**src/verilog/clock_gate_map.svh**
```systemverilog
`ifndef CLOCK_GATE_MAP_SVH
`define CLOCK_GATE_MAP_SVH

// ****************************************
// register offsets from the control base
// ****************************************
`define CG_BASE_ADDR        32'h400FE000
`define CG_OFF_RUN_CFG      12'h060
`define CG_OFF_RUN_ZERO     12'h100
`define CG_OFF_RUN_ONE      12'h104
`define CG_OFF_SLEEP_ZERO   12'h110
`define CG_OFF_SLEEP_ONE    12'h114
`define CG_OFF_DEEP_ZERO    12'h120
`define CG_OFF_DEEP_ONE     12'h124
`define CG_OFF_IRQ_STATUS   12'h130
`define CG_OFF_IRQ_MASK     12'h134

// ****************************************
// field positions
// ****************************************
`define CG_BIT_PWM          20
`define CG_BIT_CONVERTER    16
`define CG_RATE_LSB         8
`define CG_RATE_MSB         11
`define CG_BIT_WATCHDOG     3
`define CG_BIT_COUNTER0     16
`define CG_BIT_SYNC0        4
`define CG_BIT_SER1         1
`define CG_BIT_SER0         0
`define CG_BIT_AUTO_GATE    27
`define CG_IRQ_FAULT        0
`define CG_IRQ_CLAMP        1
`define CG_IRQ_MODE         2

// ****************************************
// writable masks and reset values
// ****************************************
`define CG_MASK_ZERO        32'h00110F08
`define CG_MASK_ONE         32'h00010013
`define CG_MASK_RUN_CFG     32'h08000000
`define CG_MASK_IRQ         32'h00000007
`define CG_RESET_VALUE      32'h00000000

// ****************************************
// converter rate codes and timing
// ****************************************
`define CG_RATE_CODE_500K   4'h2
`define CG_RATE_CODE_250K   4'h1
`define CG_RATE_CODE_125K   4'h0
`define CG_RATE_CODE_MAX    4'h2
`define CG_CLK_KHZ          250000
`define CG_RATE_500_KSPS    500
`define CG_RATE_250_KSPS    250
`define CG_RATE_125_KSPS    125
`define CG_PERIOD_500K      (`CG_CLK_KHZ / `CG_RATE_500_KSPS)
`define CG_PERIOD_250K      (`CG_CLK_KHZ / `CG_RATE_250_KSPS)
`define CG_PERIOD_125K      (`CG_CLK_KHZ / `CG_RATE_125_KSPS)

`endif

```
**src/verilog/clock_gate_pkg.sv**
```systemverilog
package clock_gate_pkg;

    // ****************************************
    // operating modes
    // ****************************************
    typedef enum logic [1:0] {
        MODE_RUN   = 2'b00,
        MODE_SLEEP = 2'b01,
        MODE_DEEP  = 2'b10
    } power_mode_t;

    // ****************************************
    // gated unit identifiers
    // ****************************************
    typedef enum logic [2:0] {
        UNIT_WATCHDOG  = 3'b000,
        UNIT_CONVERTER = 3'b001,
        UNIT_PWM       = 3'b010,
        UNIT_COUNTER0  = 3'b011,
        UNIT_SYNC0     = 3'b100,
        UNIT_SER1      = 3'b101,
        UNIT_SER0      = 3'b110
    } unit_id_t;

    // ****************************************
    // one gating set: register zero and one
    // ****************************************
    typedef struct packed {
        logic [31:0] zero;
        logic [31:0] one;
    } gate_set_t;

    // ****************************************
    // per-unit clock enables
    // ****************************************
    typedef struct packed {
        logic pwm;
        logic converter;
        logic watchdog;
        logic counter0;
        logic sync0;
        logic ser1;
        logic ser0;
    } periph_en_t;

endpackage

```
**src/verilog/gate_select.sv**
```systemverilog
`timescale 1ns/1ns
`default_nettype none

module gate_select
    import clock_gate_pkg::*;
(
    // gating sets
    input  wire gate_set_t   run_set,
    input  wire gate_set_t   sleep_set,
    input  wire gate_set_t   deep_set,
    // mode
    input  wire power_mode_t mode,
    input  wire logic        auto_gate,
    // selected set
    output logic [63:0]      active
);

    wire [63:0] run_bits   = run_set;
    wire [63:0] sleep_bits = sleep_set;
    wire [63:0] deep_bits  = deep_set;
    wire        use_sleep  = auto_gate && (mode == MODE_SLEEP);
    wire        use_deep   = auto_gate && (mode == MODE_DEEP);

    // ****************************************
    // per-bit selection of the active set
    // ****************************************
    genvar i;
    generate
        for (i = 0; i < 64; i = i + 1) begin : g_bit
            assign active[i] = use_deep  ? deep_bits[i]  :
                               use_sleep ? sleep_bits[i] :
                                           run_bits[i];
        end
    endgenerate

endmodule

`default_nettype wire

```
**src/verilog/peripheral_clock_gating.sv**
```systemverilog
// Behaviour
// - rate code 0x2 is 500K, 0x1 is 250K, 0x0 is 125K samples/s.
// - converter never runs above its maximum rate, whatever is written.
// - watchdog clocked while gate bit 3 is one, held disabled otherwise.
// - any access to an unclocked unit answers with a bus fault.
// - every gate bit resets to zero, all units start unclocked.
// - separate run, sleep and deep-sleep gating sets.
// - sleep sets apply only when automatic gating bit is set.
// - run gating register one sits at offset 0x104.
// - counter module zero clocked from bit 16 of gating register one.
// - sync serial module zero clocked from bit 4 of gating register one.
// - serial ports one and zero clocked from bits 1 and 0.
// - reserved bits read zero and ignore writes.
// - pulse-width unit clocked from bit 20 of gating register zero.
// - sleep gating register one at offset 0x114, same layout.
//
// Local design decision: register access over APB.
`timescale 1ns/1ns
`default_nettype none
`include "clock_gate_map.svh"

module peripheral_clock_gating
    import clock_gate_pkg::*;
(
    // clock and reset
    input  wire logic        clk,
    input  wire logic        rst,
    // apb slave
    input  wire logic        psel,
    input  wire logic        penable,
    input  wire logic        pwrite,
    input  wire logic [11:0] paddr,
    input  wire logic [31:0] pwdata,
    input  wire logic [3:0]  pstrb,
    output logic             pready,
    output logic             pslverr,
    output logic [31:0]      prdata,
    // power mode requests
    input  wire logic        sleep_req,
    input  wire logic        deep_sleep_req,
    output var power_mode_t  power_mode,
    // gated unit access check
    input  wire logic        unit_req,
    input  wire unit_id_t    unit_sel,
    output logic             unit_fault,
    output logic             unit_ok,
    // clock enables
    output var periph_en_t   periph_en,
    output logic             watchdog_hold,
    // converter rate
    output logic [1:0]       converter_rate_sel,
    output logic             converter_sample_tick,
    // interrupt
    output logic             irq
);

    // ****************************************
    // state
    // ****************************************
    gate_set_t   run_set_reg;
    gate_set_t   run_set_next;
    gate_set_t   sleep_set_reg;
    gate_set_t   sleep_set_next;
    gate_set_t   deep_set_reg;
    gate_set_t   deep_set_next;
    logic [31:0] run_cfg_reg;
    logic [31:0] run_cfg_next;
    logic [31:0] irq_status_reg;
    logic [31:0] irq_status_next;
    logic [31:0] irq_mask_reg;
    logic [31:0] irq_mask_next;
    logic [31:0] prdata_reg;
    logic [31:0] prdata_next;
    logic        rd_err_reg;
    logic        rd_err_next;
    power_mode_t mode_reg;
    power_mode_t mode_next;
    periph_en_t  en_reg;
    periph_en_t  en_next;
    logic [10:0] tick_cnt_reg;
    logic [10:0] tick_cnt_next;
    logic        tick_reg;
    logic        tick_next;
    logic [63:0] active_bits;

    // ****************************************
    // apb phases and byte lanes
    // ****************************************
    wire        setup_phase = psel && !penable;
    wire        access      = psel && penable;
    wire        wr_go       = access && pwrite;
    wire [31:0] lane_mask   = {{8{pstrb[3]}}, {8{pstrb[2]}},
                               {8{pstrb[1]}}, {8{pstrb[0]}}};

    // ****************************************
    // address decode
    // ****************************************
    wire hit_run_cfg    = (paddr == `CG_OFF_RUN_CFG);
    wire hit_run_zero   = (paddr == `CG_OFF_RUN_ZERO);
    wire hit_run_one    = (paddr == `CG_OFF_RUN_ONE);
    wire hit_sleep_zero = (paddr == `CG_OFF_SLEEP_ZERO);
    wire hit_sleep_one  = (paddr == `CG_OFF_SLEEP_ONE);
    wire hit_deep_zero  = (paddr == `CG_OFF_DEEP_ZERO);
    wire hit_deep_one   = (paddr == `CG_OFF_DEEP_ONE);
    wire hit_status     = (paddr == `CG_OFF_IRQ_STATUS);
    wire hit_mask       = (paddr == `CG_OFF_IRQ_MASK);
    wire hit_any        = hit_run_cfg | hit_run_zero | hit_run_one |
                          hit_sleep_zero | hit_sleep_one |
                          hit_deep_zero | hit_deep_one |
                          hit_status | hit_mask;

    // ****************************************
    // write data merge
    // ****************************************
    // reserved bits ignore writes
    wire [31:0] wr_zero_mask = lane_mask & `CG_MASK_ZERO;
    wire [31:0] wr_one_mask  = lane_mask & `CG_MASK_ONE;
    wire [31:0] wr_cfg_mask  = lane_mask & `CG_MASK_RUN_CFG;
    wire [31:0] wr_irq_mask  = lane_mask & `CG_MASK_IRQ;

    wire [3:0]  wr_rate     = pwdata[`CG_RATE_MSB:`CG_RATE_LSB];
    wire        rate_over   = wr_rate > `CG_RATE_CODE_MAX;
    wire [3:0]  wr_rate_lim = rate_over ? `CG_RATE_CODE_MAX : wr_rate;
    wire [31:0] wdata_zero  = {pwdata[31:`CG_RATE_MSB+1], wr_rate_lim,
                               pwdata[`CG_RATE_LSB-1:0]};

    function automatic logic [31:0] merge(input logic [31:0] old_val,
                                          input logic [31:0] new_val,
                                          input logic [31:0] mask);
        merge = (old_val & ~mask) | (new_val & mask);
    endfunction

    wire wr_run_zero   = wr_go && hit_run_zero;
    wire wr_run_one    = wr_go && hit_run_one;
    wire wr_sleep_zero = wr_go && hit_sleep_zero;
    wire wr_sleep_one  = wr_go && hit_sleep_one;
    wire wr_deep_zero  = wr_go && hit_deep_zero;
    wire wr_deep_one   = wr_go && hit_deep_one;
    wire wr_run_cfg    = wr_go && hit_run_cfg;
    wire wr_status     = wr_go && hit_status;
    wire wr_mask       = wr_go && hit_mask;
    wire zero_wr_any   = wr_run_zero | wr_sleep_zero | wr_deep_zero;
    wire clamp_event   = zero_wr_any && rate_over && pstrb[1];

    // ****************************************
    // gating set next values
    // ****************************************
    // three independent sets
    always_comb begin
        run_set_next   = run_set_reg;
        sleep_set_next = sleep_set_reg;
        deep_set_next  = deep_set_reg;
        if (wr_run_zero) begin
            run_set_next.zero = merge(run_set_reg.zero, wdata_zero,
                                      wr_zero_mask);
        end
        if (wr_run_one) begin
            run_set_next.one = merge(run_set_reg.one, pwdata,
                                     wr_one_mask);
        end
        if (wr_sleep_zero) begin
            sleep_set_next.zero = merge(sleep_set_reg.zero, wdata_zero,
                                        wr_zero_mask);
        end
        if (wr_sleep_one) begin
            sleep_set_next.one = merge(sleep_set_reg.one, pwdata,
                                       wr_one_mask);
        end
        if (wr_deep_zero) begin
            deep_set_next.zero = merge(deep_set_reg.zero, wdata_zero,
                                       wr_zero_mask);
        end
        if (wr_deep_one) begin
            deep_set_next.one = merge(deep_set_reg.one, pwdata,
                                      wr_one_mask);
        end
    end

    assign run_cfg_next = wr_run_cfg ?
                          merge(run_cfg_reg, pwdata, wr_cfg_mask) :
                          run_cfg_reg;
    assign irq_mask_next = wr_mask ?
                           merge(irq_mask_reg, pwdata, wr_irq_mask) :
                           irq_mask_reg;

    // ****************************************
    // power mode tracking
    // ****************************************
    always_comb begin
        unique case (mode_reg)
            MODE_RUN, MODE_SLEEP, MODE_DEEP: begin
                if (deep_sleep_req) begin
                    mode_next = MODE_DEEP;
                end else if (sleep_req) begin
                    mode_next = MODE_SLEEP;
                end else begin
                    mode_next = MODE_RUN;
                end
            end
            default: begin
                mode_next = MODE_RUN;
            end
        endcase
    end

    wire mode_event = (mode_next != mode_reg);

    // ****************************************
    // active set selection
    // ****************************************
    gate_select u_gate_select (
        .run_set   (run_set_reg),
        .sleep_set (sleep_set_reg),
        .deep_set  (deep_set_reg),
        .mode      (mode_reg),
        .auto_gate (run_cfg_reg[`CG_BIT_AUTO_GATE]),
        .active    (active_bits)
    );

    wire [31:0] act_zero = active_bits[63:32];
    wire [31:0] act_one  = active_bits[31:0];

    // ****************************************
    // unit clock enables
    // ****************************************
    always_comb begin
        en_next.pwm       = act_zero[`CG_BIT_PWM];
        en_next.converter = act_zero[`CG_BIT_CONVERTER];
        en_next.watchdog  = act_zero[`CG_BIT_WATCHDOG];
        en_next.counter0  = act_one[`CG_BIT_COUNTER0];
        en_next.sync0     = act_one[`CG_BIT_SYNC0];
        en_next.ser1      = act_one[`CG_BIT_SER1];
        en_next.ser0      = act_one[`CG_BIT_SER0];
    end

    assign periph_en     = en_reg;
    assign watchdog_hold = !en_reg.watchdog;

    // ****************************************
    // access check toward gated units
    // ****************************************
    logic unit_clocked;
    always_comb begin
        unique case (unit_sel)
            UNIT_WATCHDOG:  unit_clocked = en_reg.watchdog;
            UNIT_CONVERTER: unit_clocked = en_reg.converter;
            UNIT_PWM:       unit_clocked = en_reg.pwm;
            UNIT_COUNTER0:  unit_clocked = en_reg.counter0;
            UNIT_SYNC0:     unit_clocked = en_reg.sync0;
            UNIT_SER1:      unit_clocked = en_reg.ser1;
            UNIT_SER0:      unit_clocked = en_reg.ser0;
            default:        unit_clocked = 1'b0;
        endcase
    end

    assign unit_fault = unit_req && !unit_clocked;
    assign unit_ok    = unit_req && unit_clocked;

    // ****************************************
    // converter rate decode and sample tick
    // ****************************************
    wire [3:0] rate_code = act_zero[`CG_RATE_MSB:`CG_RATE_LSB];
    logic [10:0] rate_period;
    always_comb begin
        unique case (rate_code)
            `CG_RATE_CODE_500K: begin
                rate_period        = 11'(`CG_PERIOD_500K);
                converter_rate_sel = 2'h2;
            end
            `CG_RATE_CODE_250K: begin
                rate_period        = 11'(`CG_PERIOD_250K);
                converter_rate_sel = 2'h1;
            end
            `CG_RATE_CODE_125K: begin
                rate_period        = 11'(`CG_PERIOD_125K);
                converter_rate_sel = 2'h0;
            end
            // any other code runs at most
            default: begin
                rate_period        = 11'(`CG_PERIOD_500K);
                converter_rate_sel = 2'h2;
            end
        endcase
    end

    wire tick_wrap = (tick_cnt_reg >= rate_period - 11'h001);
    always_comb begin
        if (!en_reg.converter) begin
            tick_cnt_next = 11'h000;
            tick_next     = 1'b0;
        end else if (tick_wrap) begin
            tick_cnt_next = 11'h000;
            tick_next     = 1'b1;
        end else begin
            tick_cnt_next = tick_cnt_reg + 11'h001;
            tick_next     = 1'b0;
        end
    end

    assign converter_sample_tick = tick_reg;

    // ****************************************
    // interrupt status, set wins over clear
    // ****************************************
    wire [31:0] irq_set = {29'h0, mode_event, clamp_event, unit_fault};
    wire [31:0] irq_clr = wr_status ? (pwdata & wr_irq_mask) : 32'h0;
    assign irq_status_next = (irq_status_reg & ~irq_clr) | irq_set;
    assign irq = |(irq_status_reg & irq_mask_reg);

    // ****************************************
    // read data, loaded in setup phase
    // ****************************************
    // reserved bits read zero
    wire [31:0] rd_mux =
        hit_run_cfg    ? (run_cfg_reg & `CG_MASK_RUN_CFG)      :
        hit_run_zero   ? (run_set_reg.zero & `CG_MASK_ZERO)    :
        hit_run_one    ? (run_set_reg.one & `CG_MASK_ONE)      :
        hit_sleep_zero ? (sleep_set_reg.zero & `CG_MASK_ZERO)  :
        hit_sleep_one  ? (sleep_set_reg.one & `CG_MASK_ONE)    :
        hit_deep_zero  ? (deep_set_reg.zero & `CG_MASK_ZERO)   :
        hit_deep_one   ? (deep_set_reg.one & `CG_MASK_ONE)     :
        hit_status     ? (irq_status_reg & `CG_MASK_IRQ)       :
        hit_mask       ? (irq_mask_reg & `CG_MASK_IRQ)         :
                         32'h00000000;

    assign prdata_next = setup_phase ? rd_mux : prdata_reg;
    assign rd_err_next = setup_phase ? !hit_any : rd_err_reg;

    assign pready  = 1'b1;
    assign pslverr = access && rd_err_reg;
    assign prdata  = prdata_reg;

    // ****************************************
    // registers
    // ****************************************
    always_ff @(posedge clk) begin
        if (rst) begin
            run_set_reg   <= '{zero: `CG_RESET_VALUE, one: `CG_RESET_VALUE};
            sleep_set_reg <= '{zero: `CG_RESET_VALUE, one: `CG_RESET_VALUE};
            deep_set_reg  <= '{zero: `CG_RESET_VALUE, one: `CG_RESET_VALUE};
            run_cfg_reg   <= `CG_RESET_VALUE;
        end else begin
            run_set_reg   <= run_set_next;
            sleep_set_reg <= sleep_set_next;
            deep_set_reg  <= deep_set_next;
            run_cfg_reg   <= run_cfg_next;
        end
    end

    always_ff @(posedge clk) begin
        if (rst) begin
            irq_status_reg <= `CG_RESET_VALUE;
            irq_mask_reg   <= `CG_RESET_VALUE;
            prdata_reg     <= `CG_RESET_VALUE;
            rd_err_reg     <= 1'b0;
        end else begin
            irq_status_reg <= irq_status_next;
            irq_mask_reg   <= irq_mask_next;
            prdata_reg     <= prdata_next;
            rd_err_reg     <= rd_err_next;
        end
    end

    always_ff @(posedge clk) begin
        if (rst) begin
            mode_reg     <= MODE_RUN;
            en_reg       <= '0;
            tick_cnt_reg <= 11'h000;
            tick_reg     <= 1'b0;
        end else begin
            mode_reg     <= mode_next;
            en_reg       <= en_next;
            tick_cnt_reg <= tick_cnt_next;
            tick_reg     <= tick_next;
        end
    end

    assign power_mode = mode_reg;

endmodule

`default_nettype wire

```
**config.mk**
```make
export PLATFORM = sky130hd
export DESIGN_NAME = peripheral_clock_gating
export DESIGN_NICKNAME = d
export VERILOG_FILES = /design/src/verilog/clock_gate_pkg.sv /design/src/verilog/gate_select.sv /design/src/verilog/peripheral_clock_gating.sv
export VERILOG_INCLUDE_DIRS = /design/src /design/src/verilog
export SDC_FILE = /design/constraint.sdc
export NUM_CORES = 1
export LEC_CHECK = 0
export BUFFER_PORTS_ARGS = -buffer_cell sky130_fd_sc_hd__buf_2
export CAP_MARGIN = 15
export CORE_MARGIN = 4
export CORE_UTILIZATION = 39
export CTS_BUF_LIST = sky130_fd_sc_hd__clkbuf_4 sky130_fd_sc_hd__clkbuf_8
export CTS_CLUSTER_DIAMETER = 80
export DETAILED_ROUTE_END_ITERATION = 16
export PLACE_DENSITY = 0.56
export SYNTH_ARGS = -nofsm -noshare
export SYNTH_HDL_FRONTEND = slang
export SYNTH_HIERARCHICAL = 1
export SYNTH_SLANG_ARGS = --single-unit
```
**constraint.sdc**
```tcl
create_clock -name clk -period 3.85 [get_ports clk]
set_input_delay 0.77 -clock clk [delete_from_list [all_inputs] [get_ports clk]]
set_output_delay 0.77 -clock clk [all_outputs]
set_load 0.01 [all_outputs]
```
# == Word-level counts from Yosys, hierarchy flattened ==
# Index checks and enable logic that the tools add are counted.
# op_classes
bitwise_logic,39
mux,40
n_addsub,2
magnitude_cmp,2
reduce_logical,30
eq_ne,19
# ops
operator,count
bitwise AND 32 bit,10
bitwise OR 32 bit,8
two-way mux 21 bit,5
"equality test 12 x 9 -> 1 bit, second input constant",8
bitwise AND 32 x 17 -> 32 bit,1
bitwise AND 32 x 21 -> 32 bit,1
bitwise AND 32 x 28 -> 32 bit,1
bitwise AND 32 x 3 -> 32 bit,1
two-way mux 32 bit,1
NOT 17 -> 32 bit,1
NOT 21 -> 32 bit,1
NOT 28 -> 32 bit,1
NOT 3 -> 32 bit,1
NOT 32 bit,1
bitwise OR 32 x 3 -> 32 bit,1
OR reduction 32 bit,1
two-way mux 28 bit,1
two-way mux 1 bit,24
one-hot mux 11 bit (2 select lines),1
logical AND 1 bit,19
two-way mux 17 bit,1
"equality test 12 x 7 -> 1 bit, second input constant",1
"adder 11 x 1 -> 11 bit, second input constant",1
greater-or-equal comparator 11 bit,1
22 further kinds,40
# word_totals
register_bits,342
wordCells,153
output_inout_bits,50

# == Depth between registers and ports, before layout ==
# Gate-level depths: netlist (run 1).
# logic_depth
depth_word,10
ltp_mapped,16
ltp_nobuf,13

# == Hierarchy ==
# Netlist (run 1), hierarchy kept.
# modules_own_cells
mod,cells_per_inst,seq_area_each_um2,n_inst,area_each_um2
peripheral_clock_gating,450,1481.4,1,3797.4
gate_select,440,0.0,1,2682.6

# == Worst setup path after synthesis (run 1) ==
# Ideal clock, no wire load.
# synth_path
path_type,register -> register
startpoint,register mode_reg[0] (netlist: power_mode[0])
endpoint,register tick_cnt_reg[10]
t_arrival_ns,3.241
stages_incl_launch_ff,16
synth_period_minus_slack_ns,3.369
t_required_ns,3.722
setup_slack_ns,0.481
path_buffers,3
cell_sequence,dfxtp_1 nand2b_1 buf_4 buf_6 o32ai_1 nor3_1 nor4_1 inv_1 ha_1 nand2b_1 ha_1 a211oi_1 o221a_2 a31oi_1 clkbuf_1 nor2_1
# synth_via
elab_chain_len,9
elab_cells_between_ends,18
# synth_rtl
element,line_no,text
from (decl),peripheral_clock_gating.sv:76,power_mode_t mode_reg;
from (signal assigned),peripheral_clock_gating.sv:371,mode_reg <= mode_next;
equality test 2 x 1 -> 1 bit,gate_select.sv:21,wire use_sleep = auto_gate && (mode == MODE_SLEEP);
logical AND 1 bit,gate_select.sv:21,
two-way mux 1 bit,gate_select.sv:31,use_sleep ? sleep_bits[i] :
two-way mux 1 bit *,gate_select.sv:30,assign active[i] = use_deep ? deep_bits[i] :
via active_bits[40],peripheral_clock_gating.sv:84,logic [63:0] active_bits;
equality test 4 x 1 -> 1 bit or zero test 4 bit (tied branches),peripheral_clock_gating.sv:265,unique case (rate_code)
one-hot mux 11 bit (2 select lines) *,peripheral_clock_gating.sv:265,
subtractor 11 x 1 -> 11 bit *,peripheral_clock_gating.sv:286,wire tick_wrap = (tick_cnt_reg >= rate_period - 11'h001);
greater-or-equal comparator 11 bit *,peripheral_clock_gating.sv:286,
OR reduction 3 bit (no source line) *,n/a,
to (signal assigned),peripheral_clock_gating.sv:373,tick_cnt_reg <= tick_cnt_next;
to (decl),peripheral_clock_gating.sv:80,logic [10:0] tick_cnt_reg;
# The timed path passes the listed nets; every way through them passes the cells marked *.
# A chain may end at the register's enable or synchronous reset.

==> results.sh, run 1 <==
export IMPL_cp_max_fo=11
export IMPL_crit_family="compound AO/OA/AOI/OAI gates"
export IMPL_die_y_um=116
export IMPL_finalSetupViolations=0
export IMPL_path_clk_slew_ns=0.08
export IMPL_ctsResizeCount=0
export IMPL_cts_setup_buffers=0
export IMPL_period_share=0.869
export IMPL_clk_latency_ns=0.36
export IMPL_crit_type="reg -> reg"
export IMPL_final_nets=650
export IMPL_drive_gt1_frac=0.195
export IMPL_first_pass_iters=5
export IMPL_cts_max_level=3
export IMPL_portBuffers=67
export IMPL_io_pins=109
export IMPL_slew_viol_final=0
export IMPL_die_area_um2=13400
export IMPL_totalWireLength_um=11500
export IMPL_die_width_um=116
export IMPL_rows=39
export IMPL_crit_top_cell="ha_1"
export IMPL_remaining_drc_errors=0
export IMPL_grt_usage=0.172
export IMPL_cts_buffers=9
export IMPL_syn_area_um2=4540
export IMPL_cts_sinks=74
export IMPL_cts_root_buf="clkbuf_8"
export IMPL_syn_inst=569
export IMPL_powerDensity_nw_per_um2=321
export IMPL_areaGrowthSynthToFinish_pct=6.62
export IMPL_diodes=0
export IMPL_holdBufCountCts=0
export IMPL_cp_arrival_ns=3.56
export IMPL_grt_max_degree=57
export IMPL_max_freq_mhz=299
export IMPL_path_buf_inv=2
export IMPL_hpwl_um=8670
export IMPL_post_drt_wl_per_cell_um=15.9
export IMPL_viasPerCell=5.42
export IMPL_required_ns=4.07
export IMPL_synth_area_per_cell_um2=7.97
export IMPL_cp_slowest_cell="dfxtp_1"
export IMPL_worst_slew_pin_slew_ns=0.723
export IMPL_fin_skew_ns=0.0105
export IMPL_endpoint_kind="register"
export IMPL_hold_class="reg -> reg"
export IMPL_ys_warn_count=6
export IMPL_stdcell_area_um2=4840
export IMPL_num_vias=3937
export IMPL_finalHoldViolations=0
export IMPL_cts_tree="done"
export IMPL_grt_pass1_vias=3698
export IMPL_setup_tns_ns=0
export IMPL_outcome="completed"
export IMPL_grt_pass1_wl_um=18300
export IMPL_whs_ns=0.460
export IMPL_final_antenna_net_count=0
export IMPL_clockBufferDepth=2
export IMPL_critPathLaunchType="register"
export IMPL_start_util=0.397
export IMPL_core_area_um2=11400
export IMPL_ir_worst_vdd_mv=0.175
export IMPL_critical_path_max_stage_delay_ns=0.57
export IMPL_maxSlewHeadroom=0.517
export IMPL_drv_cap=0
export IMPL_crit_chain="inv_2, o32ai_1, nor3_1, nor4_1, inv_1, ha_1, nand2b_1, ha_1, a211oi_1, o221a_2, a31oi_2, nor2_1"
export IMPL_leakage_uw=0.00183
export IMPL_place_gp_congestion=0.853
export IMPL_grt_setup_unrepaired="false"
export IMPL_antenna_found_initial=0
export IMPL_post_dp_cell_area_um2=4620
export IMPL_grt_overflow_total=0
export IMPL_post_route_min_period_ns=3.35
export IMPL_drtIter0Drc=230
## cells in the final DEF, fill, tap and decap left out, drive strengths merged, types with 15 or more instances in the layout
cell / n
a21oi: 55
buf: 77
conb: 21
dfxtp: 74
mux2i: 20
nand2: 30
nand2b: 15
nand3: 25
nand4: 20
nor2: 40
nor3: 18
o21ai: 36
## worst paths after layout
kind         slack, ns              end  cells past startpoint       from
max reg2reg       0.50  tick_cnt_reg[5]                     12   register
min reg2reg       0.46        prdata[8]                      2  prdata[8]
max               0.50  tick_cnt_reg[5]                     12   register
min               0.46        prdata[8]                      2  prdata[8]
## area by class of cell
cell class,instances,area (µm²)
Clock buffer,11,151
Clock inverter,5,60.1
Fill cell,1204,6580
Inverter,12,45.0
Multi-Input combinational cell,405,2510
Sequential cell,74,1480
Tap cell,143,179
Timing Repair Buffer,77,410
## power by group
part	leakage [µW]	switching, µW	internal [µW]
sequential	0.000597	4.81	768
clock	0.000106	310	337
combinational	0.00113	86.9	45.3
total	0.00183	402	1150
## per-stage QoR
| stage | std cells | setup WS (ns) | utilization | total power, µW |
|---|---|---|---|---|
| floorplan | 588 | 0.508 | - | 901 |
| global placement | 711 | 0.257 | 0.404 | 919 |
| detailed placement | 711 | 0.172 | 0.404 | 922 |
| CTS | 727 | 0.144 | 0.423 | 1570 |
| global route | 727 | 0.190 | 0.424 | 1610 |
| finish | 727 | 0.504 | 0.424 | 1550 |
## worst min-delay path, delay by kind of cell (launching register included)
family,cells,cell delay [ns]
AO/OA/AOI/OAI,1,0.05
flip-flops,1,0.33
AND/OR/NAND/NOR,1,0.05
## routing by layer
| metal | vias to the layer above | global-route usage | part of all wire |
|---|---|---|---|
| met4 | 0 | 0.0425 | 0.011 |
| met1 | 1845 | 0.228 | 0.46 |
| li1 | 1951 | - | - |
| met3 | 9 | 0.0460 | 0.065 |
| met5 | - | 0 | 0 |
| met2 | 132 | 0.280 | 0.46 |
Note: power is estimated with default switching activity, not from simulation.
==> run 2: changes to the inputs <==
--- a/config.mk
+++ b/config.mk
@@ -14,6 +14,7 @@
 export CTS_CLUSTER_DIAMETER = 80
 export DETAILED_ROUTE_END_ITERATION = 16
 export PLACE_DENSITY = 0.56
+export RECOVER_POWER = 25
 export SYNTH_ARGS = -nofsm -noshare
 export SYNTH_HDL_FRONTEND = slang
 export SYNTH_HIERARCHICAL = 1
==> results.sh, run 2 (same netlist as run 1, synthesis figures left out) <==
export IMPL_dp_slack_ns=0.172
export IMPL_path_depth=12
export IMPL_drtIter0Drc=248
export IMPL_die_y_um=116
export IMPL_grt_pass1_vias=3698
export IMPL_final_cell_mix="74 x dfxtp_1, 55 x a21oi_1, 48 x buf_2"
export IMPL_die_area_um2=13400
export IMPL_io_pins=109
export IMPL_grt_pass1_wl_um=18300
export IMPL_fin_ws_ns=0.530
export IMPL_place_gp_congestion=0.853
export IMPL_cts_max_level=3
export IMPL_cts_setup_buffers=0
export IMPL_remaining_drc_errors=0
export IMPL_powerDensity_nw_per_um2=323
export IMPL_cts_buffers=9
export IMPL_ir_worst_vdd_mv=0.174
export IMPL_worst_slew_pin_slew_ns=2.41
export IMPL_totalWireLength_um=11600
export IMPL_first_pass_iters=5
export IMPL_final_nets=650
export IMPL_setup_tns_ns=0
export IMPL_grt_usage=0.172
export IMPL_period_share=0.862
export IMPL_slew_viol_final=57
export IMPL_fin_skew_ns=0.0116
export IMPL_die_width_um=116
export IMPL_drv_cap=1
export IMPL_hold_class="reg -> reg"
export IMPL_cp_arrival_ns=3.54
export IMPL_finalSetupViolations=0
export IMPL_max_freq_mhz=301
export IMPL_crit_type="reg -> reg"
export IMPL_final_antenna_net_count=0
export IMPL_crit_chain="inv_2, o32ai_1, nor3_1, nor4_1, inv_1, ha_1, nand2b_1, ha_1, a211oi_1, o221a_2, a31oi_2, nor2_1"
export IMPL_drive_gt1_frac=0.161
export IMPL_hpwl_um=8670
export IMPL_fillers=1216
export IMPL_path_buf_inv=2
export IMPL_endpoint_kind="register"
export IMPL_maxSlewHeadroom=-0.609
export IMPL_grt_setup_unrepaired="false"
export IMPL_violations="max-capacitance violations, max-slew violations"
export IMPL_cts_sinks=74
export IMPL_critPathLaunchType="register"
export IMPL_post_drt_wl_per_cell_um=15.9
export IMPL_hold_depth=2
export IMPL_rows=39
export IMPL_grt_overflow_total=0
export IMPL_final_common_cell="dfxtp_1"
export IMPL_core_area_um2=11400
export IMPL_crit_top_cell="ha_1"
export IMPL_viasPerCell=5.44
export IMPL_required_ns=4.07
export IMPL_clockBufferDepth=2
export IMPL_cp_slowest_cell="dfxtp_1"
export IMPL_start_util=0.397
export IMPL_areaGrowthSynthToFinish_pct=6.01
export IMPL_crit_family="compound AO/OA/AOI/OAI gates"
export IMPL_clk_latency_ns=0.36
export IMPL_post_route_min_period_ns=3.32
export IMPL_grt_max_degree=57
export IMPL_path_clk_slew_ns=0.07
export IMPL_portBuffers=67
export IMPL_cts_root_buf="clkbuf_8"
export IMPL_ff2ff_path_depth=12
export IMPL_cts_tree="done"
export IMPL_antenna_found_initial=0
export IMPL_outcome="finished, violations left"
export IMPL_finalHoldViolations=0
export IMPL_leakage_uw=0.00175
export IMPL_diodes=0
export IMPL_cp_max_fo=11
export IMPL_critical_path_max_stage_delay_ns=0.56
export IMPL_num_vias=3953
==> run 2: changes by cell type in the layout (fill, tap and decap cells not counted) <==
cell,previous run,this run
buf_2,67,48
clkbuf_1,0,20
buf_4,10,9
==> run 2: worst reg2reg max path, delay by kind of cell (launching register included) <==
family          cells  cell delay (ns)
fa+ha+maj           2             0.57
flops               1             0.56
simple gates        4             0.74
buf+inv             2             0.30
compound gates      4             1.02
==> run 2: layout make-up <==
cell class	count	area (µm²)	share of cell area
well taps	143	179	0.0372
clock inverters	5	60.1	0.0125
multi-input cells	405	2510	0.522
clock buffers	11	151	0.0315
inverters	12	45.0	0.00937
flip-flops and latches	74	1480	0.308
repair buffers	77	383	0.0796
==> run 2: report_power, final <==
| group | total (µW) | switching (µW) | internal [µW] |
|---|---|---|---|
| sequential | 773 | 4.77 | 768 |
| clock | 647 | 310 | 337 |
| combinational | 132 | 87.3 | 45.1 |
| total | 1550 | 402 | 1150 |
==> run 2: through the flow <==
stage / util / cells / hold slack (ns) / power [µW] / area [µm²]
after global routing: 0.421 / 727 / 0.497 / 1610 / 4810
final: 0.421 / 727 / 0.461 / 1550 / 4810
after CTS: 0.423 / 727 / 0.463 / 1570 / 4830
after floorplan: - / 588 / 0.427 / 901 / 4610
after detailed placement: 0.404 / 711 / 0.447 / 922 / 4620
after global placement: 0.404 / 711 / 0.445 / 919 / 4620
==> run 2: what timing repair did <==
action	4_1_cts	5_1_grt
hold buffers	0	0
gates resized for setup	0	1
setup endpoints to repair	0	11
==> run 2: final timing paths <==
check | startpoint | end | slack [ns]
hold reg to reg | prdata[8] | prdata[8] | 0.46
setup / recovery | register | tick_cnt_reg[5] | 0.53
hold / removal | prdata[8] | prdata[8] | 0.46
setup reg to reg | register | tick_cnt_reg[5] | 0.53
==> run 2: layer usage <==
metal | global-route usage | part of all wire | wire [µm] | vias to the layer above
li1 | - | - | - | 1957
met1 | 0.228 | 0.46 | 5300 | 1844
met2 | 0.280 | 0.46 | 5340 | 142
met3 | 0.0460 | 0.070 | 805 | 10
met4 | 0.0425 | 0.011 | 129 | 0
met5 | 0 | 0 | 0 | -
==> run 3: changes to the inputs <==
--- a/config.mk
+++ b/config.mk
@@ -9,11 +9,11 @@
 export BUFFER_PORTS_ARGS = -buffer_cell sky130_fd_sc_hd__buf_2
 export CAP_MARGIN = 15
 export CORE_MARGIN = 4
-export CORE_UTILIZATION = 39
+export CORE_UTILIZATION = 40
 export CTS_BUF_LIST = sky130_fd_sc_hd__clkbuf_4 sky130_fd_sc_hd__clkbuf_8
 export CTS_CLUSTER_DIAMETER = 80
 export DETAILED_ROUTE_END_ITERATION = 16
-export PLACE_DENSITY = 0.56
+export PLACE_DENSITY = 0.57
 export RECOVER_POWER = 25
 export SYNTH_ARGS = -nofsm -noshare
 export SYNTH_HDL_FRONTEND = slang
==> results.sh, run 3 (same netlist as run 1, synthesis figures left out) <==
export IMPL_path_clk_slew_ns=0.08
export IMPL_cp_max_fo=14
export IMPL_cts_sinks=74
export IMPL_grt_pass1_wl_um=18500
export IMPL_ff2ff_path_depth=14
export IMPL_fin_ws_ns=0.426
export IMPL_powerDensity_nw_per_um2=340
export IMPL_start_util=0.413
export IMPL_dp_cells=706
export IMPL_io_pins=109
export IMPL_period_share=0.889
export IMPL_cts_setup_buffers=0
export IMPL_cts_tree="done"
export IMPL_die_area_um2=13100
export IMPL_final_antenna_net_count=0
export IMPL_violations="max-capacitance violations, max-slew violations"
export IMPL_rows=38
export IMPL_areaGrowthSynthToFinish_pct=5.99
export IMPL_ir_worst_vdd_mv=0.191
export IMPL_ctsResizeCount=0
export IMPL_diodes=0
export IMPL_hold_depth=2
export IMPL_die_width_um=114
export IMPL_combinationalPowerShare=0.079
export IMPL_crit_type="reg -> reg"
export IMPL_finalSetupViolations=0
export IMPL_antenna_found_initial=0
export IMPL_cp_slowest_cell="dfxtp_1"
export IMPL_first_pass_iters=4
export IMPL_worst_slew_pin_slew_ns=2.11
export IMPL_totalWireLength_um=11300
export IMPL_grt_usage=0.174
export IMPL_hold_path_end="prdata[10]"
export IMPL_intPower_uw=1240
export IMPL_clockBufferDepth=2
export IMPL_setup_tns_ns=0
export IMPL_fin_cells=721
export IMPL_final_nets=648
export IMPL_drv_cap=1
export IMPL_endpoint_kind="register"
export IMPL_fillers=1121
export IMPL_clockPowerShare=0.448
export IMPL_cts_buffers=9
export IMPL_viasPerCell=5.42
export IMPL_swShare=0.240
export IMPL_seqPwrFrac=0.473
export IMPL_stdcell_area_um2=4810
export IMPL_post_drt_wl_per_cell_um=15.7
export IMPL_hold_class="reg -> reg"
export IMPL_p_sw_uw=392
export IMPL_remaining_drc_errors=0
export IMPL_outcome="finished, violations left"
export IMPL_max_freq_mhz=292
export IMPL_finalHoldViolations=0
export IMPL_core_area_um2=11000
export IMPL_crit_chain="nand2b_1, o32ai_1, nor3_1, nor4_1, buf_4, inv_1, ha_1, nand2b_1, ha_1, a211oi_1, o221a_2, a31oi_1, buf_4, nor2b_1"
export IMPL_place_gp_congestion=0.847
export IMPL_fin_skew_ns=0.0116
export IMPL_post_dp_cell_area_um2=4600
export IMPL_r2r_start="power_mode[1]"
export IMPL_reg2reg_slack_ns=0.43
export IMPL_critPathLaunchType="register"
export IMPL_hp_start="prdata[10]"
export IMPL_portBuffers=67
export IMPL_post_route_min_period_ns=3.42
export IMPL_timing_rr_end="tick_cnt_reg[1]"
export IMPL_hpwl_um=8440
export IMPL_critical_path_max_stage_delay_ns=0.47
export IMPL_slew_viol_final=50
export IMPL_cts_max_level=3
export IMPL_num_vias=3910
export IMPL_grt_overflow_total=0
export IMPL_grt_setup_unrepaired="false"
export IMPL_drive_gt1_frac=0.150
export IMPL_clk_latency_ns=0.35
export IMPL_required_ns=4.12
export IMPL_grt_max_degree=50
export IMPL_maxSlewHeadroom=-0.407
export IMPL_cts_root_buf="clkbuf_8"
export IMPL_holdBufCountCts=0
export IMPL_die_y_um=114
export IMPL_cp_arrival_ns=3.70
export IMPL_path_buf_inv=3
export IMPL_grt_pass1_vias=3679
export IMPL_drtIter0Drc=282
export IMPL_leakage_uw=0.00173
export IMPL_dp_slack_ns=0.469
export IMPL_final_common_cell="dfxtp_1"
export IMPL_final_cell_mix="74 x dfxtp_1, 55 x a21oi_1, 45 x buf_2"
export IMPL_crit_family="simple AND/OR/NAND/NOR gates"
[run 3: cell count changes in the layout (fill, tap and decap cells not counted), sizes merged]
cell    delta
clkbuf     +1
buf        -5
bufinv     +2
clkinv     -1
[run 3: power groups by stage]
stage               Combinational [µW]  Sequential (µW)  Clock [µW]
floorplan                          112              789           0
global placement                   126              790           0
detailed placement                 128              790           0
CTS                                128              772         754
global route                       142              773         791
finish                             130              772         732
[run 3: per-layer routing]
| layer | vias to the layer above | wire length [µm] | global-route usage |
|---|---|---|---|
| met4 | 0 | 162 | 0.0523 |
| met5 | - | 0 | 0 |
| met2 | 128 | 4940 | 0.265 |
| li1 | 1963 | - | - |
| met1 | 1808 | 5510 | 0.247 |
| met3 | 11 | 737 | 0.0375 |
[run 3: final cells by class]
cell class              count  area (µm²)  share of cell area
clock buffers               9         124              0.0258
clock inverters             6         115              0.0239
inverters                  12        45.0             0.00937
multi-input cells         405        2500               0.521
flip-flops and latches     74        1480               0.308
well taps                 140         175              0.0364
repair buffers             75         364              0.0757
[run 3: how the worst max path moves through the flow]
stage / startpoint / end / slack [ns] / cells after the start
after floorplan: power_mode[0] / tick_cnt_reg[10] / 0.51 / 15
after global placement: power_mode[1] / tick_cnt_reg[1] / 0.52 / 14
after detailed placement: power_mode[1] / tick_cnt_reg[1] / 0.47 / 14
after CTS: power_mode[1] / tick_cnt_reg[1] / 0.43 / 14
after global routing: power_mode[1] / tick_cnt_reg[2] / 0.09 / 14
final: power_mode[1] / tick_cnt_reg[1] / 0.43 / 14
[run 3: worst register-to-register path, delay by kind of cell, from the launching register on]
family | cells | cell delay [ns]
buf+inv | 3 | 0.40
simple gates | 5 | 1.09
fa+ha+maj | 2 | 0.55
compound gates | 4 | 0.86
flops | 1 | 0.47
[run 3: through the flow]
stage,hold WS (ns),power [µW],utilization
final,0.464,1630,0.438
after global routing,0.489,1710,0.438
after CTS,0.465,1650,0.441
after detailed placement,0.447,918,0.419
after global placement,0.442,916,0.419
after floorplan,0.427,901,-
